===== src/logic/rx_wakeup_regs.vh =====
// Register offsets, field positions and reset values of the wake-up sequencer
`ifndef RX_WAKEUP_REGS_VH
`define RX_WAKEUP_REGS_VH

// Byte addresses
`define ADR_MAIN 8'h00
`define ADR_SEQ 8'h04
`define ADR_CSLVL 8'h08
`define ADR_LOCKSEL 8'h0c
`define ADR_STATUS 8'h10
`define ADR_FOFS 8'h14
`define ADR_IFREQ 8'h18
`define ADR_PWR 8'h1c
`define ADR_MODEM 8'h20
`define ADR_IFACE 8'h24

// Main register fields
`define MAIN_PDM_HI 1
`define MAIN_PDM_LO 0
`define MAIN_SLEEP 2
`define MAIN_CAL_HI 4
`define MAIN_CAL_LO 3
`define MAIN_SHAPE 5
`define PDM_SEQ 2'h3

// Sequencing register fields
`define SEQ_RXW_HI 2
`define SEQ_RXW_LO 0
`define SEQ_CSW_HI 6
`define SEQ_CSW_LO 3
`define SEQ_SRC 7

// Calibration rate codes
`define CAL_EVERY 2'h0
`define CAL_16 2'h1
`define CAL_256 2'h2
`define CAL_NEVER 2'h3
`define CAL_MASK16 8'h0f

// Status-pin selector codes
`define LSEL_CS 4'h4
`define LSEL_MCLK 4'hd

// Carrier sense margin above threshold
`define CS_MARGIN 6'h08

// Status register bits
`define ST_CS 3
`define ST_ASLEEP 0
`define ST_BUSY 1
`define ST_CAL 2

// Fixed floor added to every sequencer wait load, in sample ticks
`define WAIT_UNIT 8'h10

// Reset values
`define RST_MAIN 8'h00
`define RST_SEQ 8'h00
`define RST_CSLVL 5'h00
`define RST_LOCKSEL 4'h0
`define RST_PWR 8'h00
`define RST_MODEM 16'h0040
`define RST_IFACE 1'h0

`endif


===== src/logic/rx_wakeup_sequencer.v =====
// Wake-up sequencer, carrier sense and modem readback with Wishbone registers
//
// Local design decisions: the register addresses and the Wishbone register port.
`timescale 1ns/1ps
`include "rx_wakeup_regs.vh"

module rx_wakeup_sequencer #(
    parameter MCLK_DIV_W = 16
) (
    // Clock and reset
    input wire sys_clk_i,
    input wire rst_n_i,
    // Wishbone slave
    input wire wb_cyc_i,
    input wire wb_stb_i,
    input wire wb_we_i,
    input wire [7:0] wb_adr_i,
    input wire [31:0] wb_dat_i,
    input wire [3:0] wb_sel_i,
    output reg [31:0] wb_dat_o,
    output wire wb_ack_o,
    // Wake-up pins
    input wire chip_sel_n_i,
    input wire serial_data_pin_i,
    // Receive chain
    input wire [5:0] rssi_avg_i,
    input wire rssi_valid_i,
    input wire [7:0] freq_offset_estimate_i,
    input wire [7:0] instant_freq_value_i,
    input wire cal_done_i,
    // Status pin and radio controls
    output reg status_pin_o,
    output reg rx_power_o,
    output reg cal_start_o,
    output reg gaussian_shaping_enable_o,
    output reg [7:0] tx_power_level_o,
    output reg demod_sample_tick_o
);

    // ------------------------------------------------------------
    // Reset release
    // ------------------------------------------------------------
    reg rst_meta_reg;
    reg rst_sync_reg;
    wire rst_n = rst_sync_reg;

    always @(posedge sys_clk_i or negedge rst_n_i) begin
        if (!rst_n_i) begin
            rst_meta_reg <= 1'b0;
            rst_sync_reg <= 1'b0;
        end else begin
            rst_meta_reg <= 1'b1;
            rst_sync_reg <= rst_meta_reg;
        end
    end

    // ------------------------------------------------------------
    // Registers
    // ------------------------------------------------------------
    reg [7:0] main_reg;
    reg [7:0] seq_reg;
    reg [4:0] cs_level_reg;
    reg [3:0] lock_sel_reg;
    reg [15:0] modem_div_reg;
    reg split_pins_reg;
    reg [7:0] fofs_reg;
    reg [7:0] ifreq_reg;
    reg carrier_sense_reg;
    reg ack_reg;

    wire [1:0] power_down_mode_field = main_reg[`MAIN_PDM_HI:`MAIN_PDM_LO];
    wire seq_mode = (power_down_mode_field == `PDM_SEQ);
    wire [1:0] sequencer_calibration_rate =
        main_reg[`MAIN_CAL_HI:`MAIN_CAL_LO];
    wire wake_trigger_source = seq_reg[`SEQ_SRC];
    wire [2:0] rx_wait = seq_reg[`SEQ_RXW_HI:`SEQ_RXW_LO];
    wire [3:0] cs_wait = seq_reg[`SEQ_CSW_HI:`SEQ_CSW_LO];

    wire req = wb_cyc_i & wb_stb_i;
    wire wr_en = req & wb_we_i & ~ack_reg & wb_sel_i[0];
    wire wr_hi = req & wb_we_i & ~ack_reg & wb_sel_i[1];
    assign wb_ack_o = ack_reg;

    // ------------------------------------------------------------
    // Sequencer states
    // ------------------------------------------------------------
    localparam [4:0] ST_IDLE = 5'b00001;
    localparam [4:0] ST_SLEEP = 5'b00010;
    localparam [4:0] ST_CAL = 5'b00100;
    localparam [4:0] ST_SETTLE = 5'b01000;
    localparam [4:0] ST_SENSE = 5'b10000;
    reg [4:0] state_reg;
    reg [4:0] state_next;

    // ------------------------------------------------------------
    // Bus access
    // ------------------------------------------------------------
    always @(posedge sys_clk_i or negedge rst_n) begin
        if (!rst_n) begin
            ack_reg <= 1'b0;
            main_reg <= `RST_MAIN;
            seq_reg <= `RST_SEQ;
            cs_level_reg <= `RST_CSLVL;
            lock_sel_reg <= `RST_LOCKSEL;
            tx_power_level_o <= `RST_PWR;
            modem_div_reg <= `RST_MODEM;
            split_pins_reg <= `RST_IFACE;
        end else begin
            ack_reg <= req & ~ack_reg;
            if (wr_en) begin
                case (wb_adr_i)
                    `ADR_MAIN: main_reg <= wb_dat_i[7:0];
                    `ADR_SEQ: seq_reg <= wb_dat_i[7:0];
                    `ADR_CSLVL: cs_level_reg <= wb_dat_i[4:0];
                    `ADR_LOCKSEL: lock_sel_reg <= wb_dat_i[3:0];
                    `ADR_PWR: tx_power_level_o <= wb_dat_i[7:0];
                    `ADR_MODEM: modem_div_reg[7:0] <= wb_dat_i[7:0];
                    `ADR_IFACE: split_pins_reg <= wb_dat_i[0];
                    default: ;
                endcase
            end
            if (wr_hi && wb_adr_i == `ADR_MODEM) begin
                modem_div_reg[15:8] <= wb_dat_i[15:8];
            end
            // Sleep bit self-clears once the sequencer has taken it
            if (seq_mode && state_reg == ST_IDLE && main_reg[`MAIN_SLEEP]
                && !(wr_en && wb_adr_i == `ADR_MAIN)) begin
                main_reg[`MAIN_SLEEP] <= 1'b0;
            end
        end
    end

    // Read multiplexer
    always @(posedge sys_clk_i or negedge rst_n) begin
        if (!rst_n) begin
            wb_dat_o <= 32'h00000000;
        end else begin
            wb_dat_o <= 32'h00000000;
            if (req && !wb_we_i && !ack_reg) begin
                case (wb_adr_i)
                    `ADR_MAIN: wb_dat_o[7:0] <= main_reg;
                    `ADR_SEQ: wb_dat_o[7:0] <= seq_reg;
                    `ADR_CSLVL: wb_dat_o[4:0] <= cs_level_reg;
                    `ADR_LOCKSEL: wb_dat_o[3:0] <= lock_sel_reg;
                    `ADR_STATUS: begin
                        wb_dat_o[`ST_CS] <= carrier_sense_reg;
                        wb_dat_o[`ST_ASLEEP] <= (state_reg == ST_SLEEP);
                        wb_dat_o[`ST_BUSY] <=
                            (state_reg != ST_IDLE) && (state_reg != ST_SLEEP);
                        wb_dat_o[`ST_CAL] <= (state_reg == ST_CAL);
                    end
                    `ADR_FOFS: wb_dat_o[7:0] <= fofs_reg;
                    `ADR_IFREQ: wb_dat_o[7:0] <= ifreq_reg;
                    `ADR_PWR: wb_dat_o[7:0] <= tx_power_level_o;
                    `ADR_MODEM: wb_dat_o[15:0] <= modem_div_reg;
                    `ADR_IFACE: wb_dat_o[0] <= split_pins_reg;
                    default: wb_dat_o <= 32'h00000000;
                endcase
            end
        end
    end

    // ------------------------------------------------------------
    // Modem clock divider: tick rate set as 8 x baud by software
    // ------------------------------------------------------------
    reg [MCLK_DIV_W-1:0] mclk_cnt_reg;
    reg mclk_level_reg;

    always @(posedge sys_clk_i or negedge rst_n) begin
        if (!rst_n) begin
            mclk_cnt_reg <= {MCLK_DIV_W{1'b0}};
            demod_sample_tick_o <= 1'b0;
            mclk_level_reg <= 1'b0;
        end else begin
            demod_sample_tick_o <= 1'b0;
            if (mclk_cnt_reg >= modem_div_reg[MCLK_DIV_W-1:0]) begin
                mclk_cnt_reg <= {MCLK_DIV_W{1'b0}};
                demod_sample_tick_o <= 1'b1;
                mclk_level_reg <= 1'b1;
            end else begin
                mclk_cnt_reg <= mclk_cnt_reg + 1'b1;
                if (mclk_cnt_reg ==
                    {1'b0, modem_div_reg[MCLK_DIV_W-1:1]}) begin
                    mclk_level_reg <= 1'b0;
                end
            end
        end
    end

    // ------------------------------------------------------------
    // Readback capture and carrier sense
    // ------------------------------------------------------------
    wire [5:0] cs_thresh = {1'b0, cs_level_reg} + `CS_MARGIN;

    always @(posedge sys_clk_i or negedge rst_n) begin
        if (!rst_n) begin
            fofs_reg <= 8'h00;
            ifreq_reg <= 8'h00;
            carrier_sense_reg <= 1'b0;
        end else begin
            fofs_reg <= freq_offset_estimate_i;
            if (demod_sample_tick_o) begin
                ifreq_reg <= instant_freq_value_i;
            end
            if (rssi_valid_i) begin
                carrier_sense_reg <= (rssi_avg_i > cs_thresh);
            end
        end
    end

    // ------------------------------------------------------------
    // Status pin selection
    // ------------------------------------------------------------
    always @(posedge sys_clk_i or negedge rst_n) begin
        if (!rst_n) begin
            status_pin_o <= 1'b0;
            gaussian_shaping_enable_o <= 1'b0;
        end else begin
            gaussian_shaping_enable_o <= main_reg[`MAIN_SHAPE];
            case (lock_sel_reg)
                `LSEL_CS: status_pin_o <= carrier_sense_reg;
                `LSEL_MCLK: status_pin_o <= mclk_level_reg;
                default: status_pin_o <= 1'b0;
            endcase
        end
    end

    // ------------------------------------------------------------
    // Wake pin synchronisers and edge detect
    // ------------------------------------------------------------
    reg [1:0] csn_sync_reg;
    reg [1:0] dio_sync_reg;
    reg csn_prev_reg;
    reg dio_prev_reg;

    always @(posedge sys_clk_i or negedge rst_n) begin
        if (!rst_n) begin
            csn_sync_reg <= 2'b11;
            dio_sync_reg <= 2'b11;
            csn_prev_reg <= 1'b1;
            dio_prev_reg <= 1'b1;
        end else begin
            csn_sync_reg <= {csn_sync_reg[0], chip_sel_n_i};
            dio_sync_reg <= {dio_sync_reg[0], serial_data_pin_i};
            csn_prev_reg <= csn_sync_reg[1];
            dio_prev_reg <= dio_sync_reg[1];
        end
    end

    wire csn_fall = csn_prev_reg & ~csn_sync_reg[1];
    wire dio_fall = dio_prev_reg & ~dio_sync_reg[1];
    wire wake = wake_trigger_source ? csn_fall
              : (split_pins_reg & dio_fall);

    // ------------------------------------------------------------
    // Sequencer
    // ------------------------------------------------------------
    reg [7:0] seq_cnt_reg;
    reg [11:0] wait_cnt_reg;
    reg [11:0] wait_cnt_next;
    reg [7:0] seq_cnt_next;
    reg cal_due;

    // Wait load: field x 256 sample ticks plus a fixed floor
    function [11:0] wait_load;
        input [3:0] units;
        begin
            wait_load = {units, 8'h00} + {4'h0, `WAIT_UNIT};
        end
    endfunction

    always @* begin
        case (sequencer_calibration_rate)
            `CAL_EVERY: cal_due = 1'b1;
            `CAL_16: cal_due = ((seq_cnt_reg & `CAL_MASK16) == 8'h00);
            `CAL_256: cal_due = (seq_cnt_reg == 8'h00);
            default: cal_due = 1'b0;
        endcase
    end

    always @* begin
        state_next = state_reg;
        wait_cnt_next = wait_cnt_reg;
        seq_cnt_next = seq_cnt_reg;
        case (state_reg)
            ST_IDLE: begin
                if (seq_mode && main_reg[`MAIN_SLEEP]) begin
                    state_next = ST_SLEEP;
                end
            end
            ST_SLEEP: begin
                if (!seq_mode) begin
                    state_next = ST_IDLE;
                end else if (wake) begin
                    seq_cnt_next = seq_cnt_reg + 8'h01;
                    wait_cnt_next = wait_load({1'b0, rx_wait});
                    state_next = cal_due ? ST_CAL : ST_SETTLE;
                end
            end
            ST_CAL: begin
                if (cal_done_i) begin
                    state_next = ST_SETTLE;
                end
            end
            ST_SETTLE: begin
                if (demod_sample_tick_o) begin
                    if (wait_cnt_reg == 12'h000) begin
                        wait_cnt_next = wait_load(cs_wait);
                        state_next = ST_SENSE;
                    end else begin
                        wait_cnt_next = wait_cnt_reg - 12'h001;
                    end
                end
            end
            ST_SENSE: begin
                if (carrier_sense_reg) begin
                    state_next = ST_IDLE;
                end else if (demod_sample_tick_o) begin
                    if (wait_cnt_reg == 12'h000) begin
                        state_next = ST_SLEEP;
                    end else begin
                        wait_cnt_next = wait_cnt_reg - 12'h001;
                    end
                end
            end
            default: state_next = ST_IDLE;
        endcase
    end

    always @(posedge sys_clk_i or negedge rst_n) begin
        if (!rst_n) begin
            state_reg <= ST_IDLE;
            wait_cnt_reg <= 12'h000;
            seq_cnt_reg <= 8'hff;
            rx_power_o <= 1'b0;
            cal_start_o <= 1'b0;
        end else begin
            state_reg <= state_next;
            wait_cnt_reg <= wait_cnt_next;
            seq_cnt_reg <= seq_cnt_next;
            cal_start_o <= (state_next == ST_CAL) && (state_reg != ST_CAL);
            rx_power_o <= (state_next == ST_SETTLE) || (state_next == ST_SENSE)
                || (state_next == ST_IDLE && state_reg == ST_SENSE)
                || (rx_power_o && state_next == ST_IDLE);
        end
    end

endmodule // rx_wakeup_sequencer


===== config.mk =====
export PLATFORM = sky130hd
export DESIGN_NAME = rx_wakeup_sequencer
export DESIGN_NICKNAME = d
export VERILOG_FILES = /design/src/logic/rx_wakeup_sequencer.v
export VERILOG_INCLUDE_DIRS = /design/src /design/src/logic
export SDC_FILE = /design/constraint.sdc
export NUM_CORES = 1
export LEC_CHECK = 0
export ABC_CLOCK_PERIOD_IN_PS = 5200
export BUFFER_PORTS_ARGS = -buffer_cell sky130_fd_sc_hd__buf_2
export CAP_MARGIN = 40
export CORE_ASPECT_RATIO = 0.75
export CORE_MARGIN = 3
export CORE_UTILIZATION = 40
export CTS_BUF_LIST = sky130_fd_sc_hd__clkbuf_8
export DETAILED_ROUTE_END_ITERATION = 16
export PLACE_DENSITY = 0.64
export SKIP_LAST_GASP = 1
export SLEW_MARGIN = 15
export SYNTH_ARGS = -nofsm -noshare
export SYNTH_HDL_FRONTEND = slang
export SYNTH_SLANG_ARGS = --single-unit

===== constraint.sdc =====
create_clock -name sys_clk_i -period 5.2 [get_ports sys_clk_i]
set_input_delay 0.78 -clock sys_clk_i [delete_from_list [all_inputs] [get_ports sys_clk_i]]
set_output_delay 0.78 -clock sys_clk_i [all_outputs]
set_load 0.05 [all_outputs]

==> results of run 1 <==
layout by cell type, fill, tap and decap left out, drive strengths merged, types with 7 or more instances in the layout:
| cell type | count |
|---|---|
| dfrtp | 123 |
| buf | 90 |
| mux2 | 45 |
| inv | 38 |
| o21ai | 37 |
| nand2 | 36 |
| nor2 | 29 |
| ha | 28 |
| a211oi | 27 |
| xor2 | 26 |
| nand3 | 23 |
| clkbuf | 21 |
| nor4 | 17 |
| a21oi | 17 |
| conb | 17 |
| dfstp | 16 |
| mux2i | 14 |
| xnor2 | 14 |
| and3 | 10 |
| nor3 | 9 |
| or3 | 8 |
| nand4 | 8 |
| a22oi | 8 |
| o31ai | 8 |
| nand2b | 7 |
cell families after synthesis:
logic type	after synthesis	synth area share, %
multiplexers	63	10.2
other	2	0.104
AO/OA/AOI/OAI	134	12.4
AND/OR/NAND/NOR	175	13.6
XOR/XNOR	40	4.84
buffers and inverters	87	5.72
adder cells (fa/ha/maj)	28	4.84
flip-flops	139	48.3
routing by layer:
metal	track usage, %	share of wire, %
met2	26.7	42
met4	6.93	1.9
met5	0	0
met3	3.88	6.5
met1	29.1	50
final timing paths:
kind                       cells past startpoint       startpoint                   to  slack [ps]
setup / recovery                               6      wb_adr_i[1]  tx_power_level_o[2]        2360
hold reg to reg                                0            rst_n  demod_sample_tick_o          80
setup reg to reg                               5     state_reg[1]     wait_cnt_reg[10]        2400
hold / removal                                 0            rst_n  demod_sample_tick_o          80
min in group sys_clk_i                         0  dio_sync_reg[0]      dio_sync_reg[1]         350
max in group asynchronous                      2            rst_n         state_reg[0]        4140
final cells by class:
type	count	area [um2]	area share (%)
clock buffers	21	289	3.48
clock inverters	11	214	2.58
inverters	37	139	1.67
multi-input cells	457	3380	40.7
flip-flops and latches	139	3500	42.2
well taps	236	295	3.55
repair buffers	91	484	5.83
power by group through the flow:
stage                     logic [mW]  clock network [mW]  registers, mW
after floorplan               0.0795                   0           1.15
after global placement         0.135                   0           1.13
after detailed placement       0.140                   0           1.13
after CTS                      0.140                1.11           1.11
after global routing           0.153                1.16           1.11
final                          0.140                1.09           1.11
stage by stage:
step	setup WS (ps)	std cells	total power [mW]	util (%)	hold WS, ps
after CTS	2430	992	2.36	48.1	79.5
after global placement	1890	958	1.27	45.0	80.6
after global routing	2150	992	2.42	48.1	75.0
after floorplan	1070	683	1.23	-	331
after detailed placement	1940	960	1.27	45.1	82.7
final	2360	992	2.34	48.1	84.9
==> summary.txt, run 1 <==
CTS
  • Hold buffers post-CTS: 0
  • Clock Path Buffers: 2
  • Number of H-tree levels: 4
  • Clk pin slew, worst setup/hold paths: roughly 70 ps
  • CTS tree: done
  • Root Driver: clkbuf_8
  • # resized after CTS: 0
  • Worst-skew pair later-pin latency: about 450 ps
  • CTS Buf Count: 17
  • Post-CTS Setup Inserts: 0
  • CTS sink cnt: ~140

Synthesis
  • Synthesized area: 0.00724 mm2
  • Synth top area cells: dfrtp_1 (43%), mux2_2 (7.0%), dfstp_2 (5.8%)
  • Synth top cells by count: dfrtp_1 (123), mux2_2 (45), inv_1 (37), o21ai_0 (37), nand2_1 (34)
  • Number of flops mapped to enable cells by yosys: 0
  • Yosys reg bits: between 100 and 150
  • Async S/R FF share, synth: 100%
  • Sequential-to-total area share from yosys stat: approximately half
  • Post-Synthesis Cells: between 600 and 700
  • Synth warnings: 0
  • Synth cell types: 69
  • Area leader, netlist: dfrtp_1
  • Post-synth top area share: 42.5%
  • Mean Syn Cell Area: 10.8 um2
  • Post-synth top flop: dfrtp_1
  • Count leader, synth: dfrtp_1

Status
  • Status: complete, no violations

Timing
  • Setup TNS: 0 ps
  • Worst Clk Skew: about 11 ps
  • Slew headroom: between 40% and 50%
  • Final setup vio count: 0
  • Fmax: 352 MHz
  • RSZ-0062 raised after global routing: false
  • Max-slew violations: 0
  • Final worst-path cycle share: a little over half
  • Minimum clock period: between 2000 and 3000 ps
  • Final hold vios: 0
  • Slew @ Worst Pin: 888 ps

Pwr
  • PD cells: 281 mW/mm2
  • Combinational power share: about 6.0%
  • Clock power share: a little under half
  • Leakage: a little under 4 nW
  • Flop pwr share: 47.5%
  • Net switching power: 527 uW
  • Sw Share: between 20 and 25%
  • Internal power: ~1.8 mW
  • Worst VDD drop: roughly 0.17 mV

Drt
  • Total iterations of the first detailed-routing run: 6
  • Initial drt markers: 570
  • WL final: between 15 and 20 mm
  • Vias: roughly 5500
  • Residual DRC: 0
  • Routed vias/inst: approximately 5.6
  • ANT nets after route: 0
  • Routed wire per std cell: 18.7 um

Die
  • I/O pins: approximately 120
  • Initial Utilization: between 40% and 50%
  • Die ar.: 0.0198 mm2
  • Die height: ~120 um
  • Rows: between 40 and 50
  • Core Box Area: between 0.015 and 0.02 mm2
  • Die Wd: between 150 and 200 um

GRT
  • Number of global-route vias before repair: ~5300
  • Largest net degree at the start of global routing: 54
  • Initial antenna violation count: 0
  • Remaining global-route overflow: 0
  • First-pass GRT wire length: between 20 and 30 mm
  • GRT Resource Usage Total: roughly a fifth

Critical path
  • Critical-path top delay cell: or4_4
  • CP Capture Type: flop
  • Setup crit start kind: primary input
  • Arr. time, crit path: around 3200 ps
  • Worst-path cell chain: buf_2, or4_4, nor3b_2, nand2_1, nor2_2, mux2_2
  • WP buf/inv: 1
  • Cell family with most CP delay: simple AND/OR/NAND/NOR gates
  • Crit path kind: primary input to flop
  • CP Data Required Time: between 5000 and 6000 ps
  • Worst Path Max Fanout: 9
  • Max stage delay on crit path: between 600 and 700 ps

Place
  • GP Congestion: about 0.89
  • Detailed Place HPWL: 13.7 mm
  • PortBufs: 86
  • Cell Area, Placed: between 0.007 and 0.008 mm2

Hold path
  • HP Class: flop to async pin

Final layout
  • Final Cell Area: around 0.0083 mm2
  • Layout Nets: approximately 850
  • Number of diodes: 0
  • Layout area overhead: 14.7%
  • Filler Cell Count: roughly 1600
  • Layout cell share with drive strength beyond 1: between 20% and 30%

Job
  • Max-cap viol count: 0
Note: power is estimated with default switching activity, not from simulation.
==> run 2, diff against run 1 <==
--- a/config.mk
+++ b/config.mk
@@ -6,7 +6,7 @@
 export SDC_FILE = /design/constraint.sdc
 export NUM_CORES = 1
 export LEC_CHECK = 0
-export ABC_CLOCK_PERIOD_IN_PS = 5200
+export ABC_CLOCK_PERIOD_IN_PS = 2300
 export BUFFER_PORTS_ARGS = -buffer_cell sky130_fd_sc_hd__buf_2
 export CAP_MARGIN = 40
 export CORE_ASPECT_RATIO = 0.75
@@ -14,7 +14,7 @@
 export CORE_UTILIZATION = 40
 export CTS_BUF_LIST = sky130_fd_sc_hd__clkbuf_8
 export DETAILED_ROUTE_END_ITERATION = 16
-export PLACE_DENSITY = 0.64
+export PLACE_DENSITY = 0.66
 export SKIP_LAST_GASP = 1
 export SLEW_MARGIN = 15
 export SYNTH_ARGS = -nofsm -noshare
==> constraint.sdc (replaced) <==
create_clock -name sys_clk_i -period 2.3 [get_ports sys_clk_i]
set_input_delay 0.345 -clock sys_clk_i [delete_from_list [all_inputs] [get_ports sys_clk_i]]
set_output_delay 0.345 -clock sys_clk_i [all_outputs]
set_load 0.05 [all_outputs]
==> summary.txt, run 2 (synthesized netlist as in run 1, its figures left out) <==
Status
  • Status: complete, no violations

Drt
  • Vias: 5579 (+1.3%)
  • Routed vias/inst: 5.40 (-2.8%)
  • Total iterations of the first detailed-routing run: 5 (-1)
  • Initial drt markers: 591 (+3.7%)
  • ANT nets after route: 0 (unchanged)
  • Residual DRC: 0 (unchanged)
  • Routed wire per std cell: 17.7 um (-5.4%)
  • WL final: 18.3 mm (-1.4%)

Pwr
  • Leakage: 4.11 nW (+4.4%)
  • Worst VDD drop: 0.275 mV (+65%)
  • PD cells: 572 mW/mm2 (+100%)
  • Tot Pwr: 4.92 mW (+110%)

Final layout
  • Number of diodes: 0 (unchanged)
  • Filler Cell Count: 1612 (+1.3%)
  • Most frequent cells in the layout: dfrtp_1 (122), buf_2 (86), mux2_2 (44), inv_1 (38), o21ai_0 (37)
  • Layout Nets: 888 (+5.0%)
  • Layout cell share with drive strength beyond 1: 29.3% (+2.7 points)
  • Most common cell after layout, fill and taps aside: dfrtp_1
  • Footprint of the multi-input gates: 0.00340 mm2 (+0.55%)
  • Post-route insts no fill: 1034 (+4.2%)
  • Register area: 0.00350 mm2 (unchanged)
  • Layout area overhead: 18.9%

Critical path
  • Cell family with most CP delay: compound AO/OA/AOI/OAI gates
  • Crit path kind: flop to flop
  • Reg-to-reg endpoint: mclk_cnt_reg[6]
  • CP Data Required Time: 2660 ps (-2870 ps)
  • Crit-path most repeated cell: a211oi_1
  • FF-to-FF setup slack: 100 ps (-2300 ps)
  • CP Capture Type: flop
  • Worst r2r src: modem_div_reg[0]
  • WP buf/inv: 1 (unchanged)
  • Worst r2r path cells: 7 (+2)
  • Max stage delay on crit path: 450 ps (-170 ps)
  • Arr. time, crit path: 2550 ps (-620 ps)
  • Worst-path cell chain: ha_1, nand2b_1, a211oi_1, o21ai_0, a2111o_1, buf_12, a211oi_1
  • Setup crit start kind: flop
  • Critical-path top delay cell: a2111o_1
  • Worst Path Max Fanout: 16 (+7)

Timing
  • Final hold vios: 0 (unchanged)
  • Slew @ Worst Pin: 717 ps (-172 ps)
  • Final setup vio count: 0 (unchanged)
  • Max-slew violations: 0 (unchanged)
  • Slew headroom: 52.2% (+11 points)
  • Post-route setup slack: 102 ps (-2260 ps)
  • Final worst-path cycle share: a little over nine tenths
  • Worst Clk Skew: 10.4 ps (-1.12 ps)
  • Minimum clock period: around 2200 ps
  • Fmax: about 460 MHz
  • RSZ-0062 raised after global routing: true

GRT
  • First-pass GRT wire length: 29.1 mm (+0.17%)
  • Number of global-route vias before repair: 5238 (-1.2%)
  • Initial antenna violation count: 0 (unchanged)
  • Remaining global-route overflow: 0 (unchanged)
  • GRT Resource Usage Total: 19.2% (+0.096 points)
  • Largest net degree at the start of global routing: 82 (+52%)

Die
  • Die height: 123 um (unchanged)
  • I/O pins: 121 (unchanged)
  • Die Wd: 161 um (unchanged)
  • Core Box Area: 0.0173 mm2 (unchanged)
  • Initial Utilization: 41.9% (unchanged)
  • Rows: 41 (unchanged)
  • Die ar.: 0.0198 mm2 (unchanged)

CTS
  • Post-CTS Setup Inserts: 0 (unchanged)
  • Root Driver: clkbuf_8
  • CTS tree: done
  • Clk pin slew, worst setup/hold paths: 80 ps (about the same)
  • Worst-skew pair later-pin latency: 460 ps (about the same)
  • CTS Buf Count: 17 (unchanged)
  • CTS sink cnt: 139 (unchanged)
  • Number of H-tree levels: 4 (unchanged)
  • Clock Path Buffers: 2 (unchanged)

Hold path
  • Hold_sp: wb_dat_i[14]
  • HP Class: primary input to flop
  • Hold endpoint: modem_div_reg[14]
  • Hold depth: 3

Place
  • Post-Place Worst Slack: 63.8 ps (-1880 ps)
  • Placed cells: 991 (+3.2%)
  • Detailed Place HPWL: 13.7 mm (+0.11%)
  • PortBufs: 86 (unchanged)
  • GP Congestion: 0.887 (+0.23%)

Job
  • Max-cap viol count: 0 (unchanged)
[run 2: cell count changes in the layout (fill, tap and decap cells not counted), moves of 2 or more]
cell           previous run  this run
buf_12                    1         3
buf_4                     3        33
bufinv_16                 6         3
clkbuf_8                 21        18
clkinv_4                  2         5
dlygate4sd3_1             0        11
[run 2: metrics by stage]
step	hold slack [ps]	TNS, ps	utilization (%)	cell area (um2)
after floorplan	49.4	0	-	7300
after global placement	132	0	46.6	8060
after detailed placement	133	0	46.6	8060
after CTS	60.3	0	49.7	8590
after global routing	68.3	-8.30	49.8	8610
final	91.0	0	49.8	8610
[run 2: where the power goes]
part / internal [mW] / switching (mW)
combinational: 0.113 / 0.214
clock: 1.10 / 0.976
sequential: 2.48 / 0.0341
[run 2: cell type report]
cell class                 count  share of cell area, %
timing repair buffer         133                   9.86
inverter                      37                   1.61
multi-input combinational    457                   39.5
sequential                   139                   40.7
tap                          236                   3.43
clock inverter                14                   1.99
clock buffer                  18                   2.88
[run 2: how the worst max path moves through the flow]
stage / to / slack, ps / cells after the start / startpoint
floorplan: cal_start_o / 6 / 0 / rst_n
global placement: split_pins_reg / 80 / 5 / wb_adr_i[1]
detailed placement: modem_div_reg[1] / 60 / 7 / wb_adr_i[1]
CTS: mclk_cnt_reg[6] / 70 / 7 / modem_div_reg[0]
global route: mclk_cnt_reg[4] / -4 / 7 / modem_div_reg[0]
finish: mclk_cnt_reg[6] / 100 / 7 / modem_div_reg[0]
[run 2: what timing repair did]
| action | CTS | global route |
|---|---|---|
| hold buffers | 11 | 0 |
| endpoints found under the hold margin | 12 | 0 |
| resized for setup | 0 | 3 |
| endpoints found under the setup margin | 0 | 10 |
[run 2: layer usage]
metal | GRT usage [%] | vias up | routed length, um
met1 | 30.4 | 2735 | 9400
met3 | 4.18 | 17 | 1110
li1 | - | 2630 | -
met4 | 5.70 | 0 | 207
met2 | 25.8 | 197 | 7550
met5 | 0 | - | 0
[run 2: worst register-to-register path, stage by stage, from the launching register on]
cell	delay, ps
dfrtp_1	420
ha_1	290
nand2b_1	150
a211oi_1	240
o21ai_0	140
a2111o_1	450
buf_12	180
a211oi_1	230
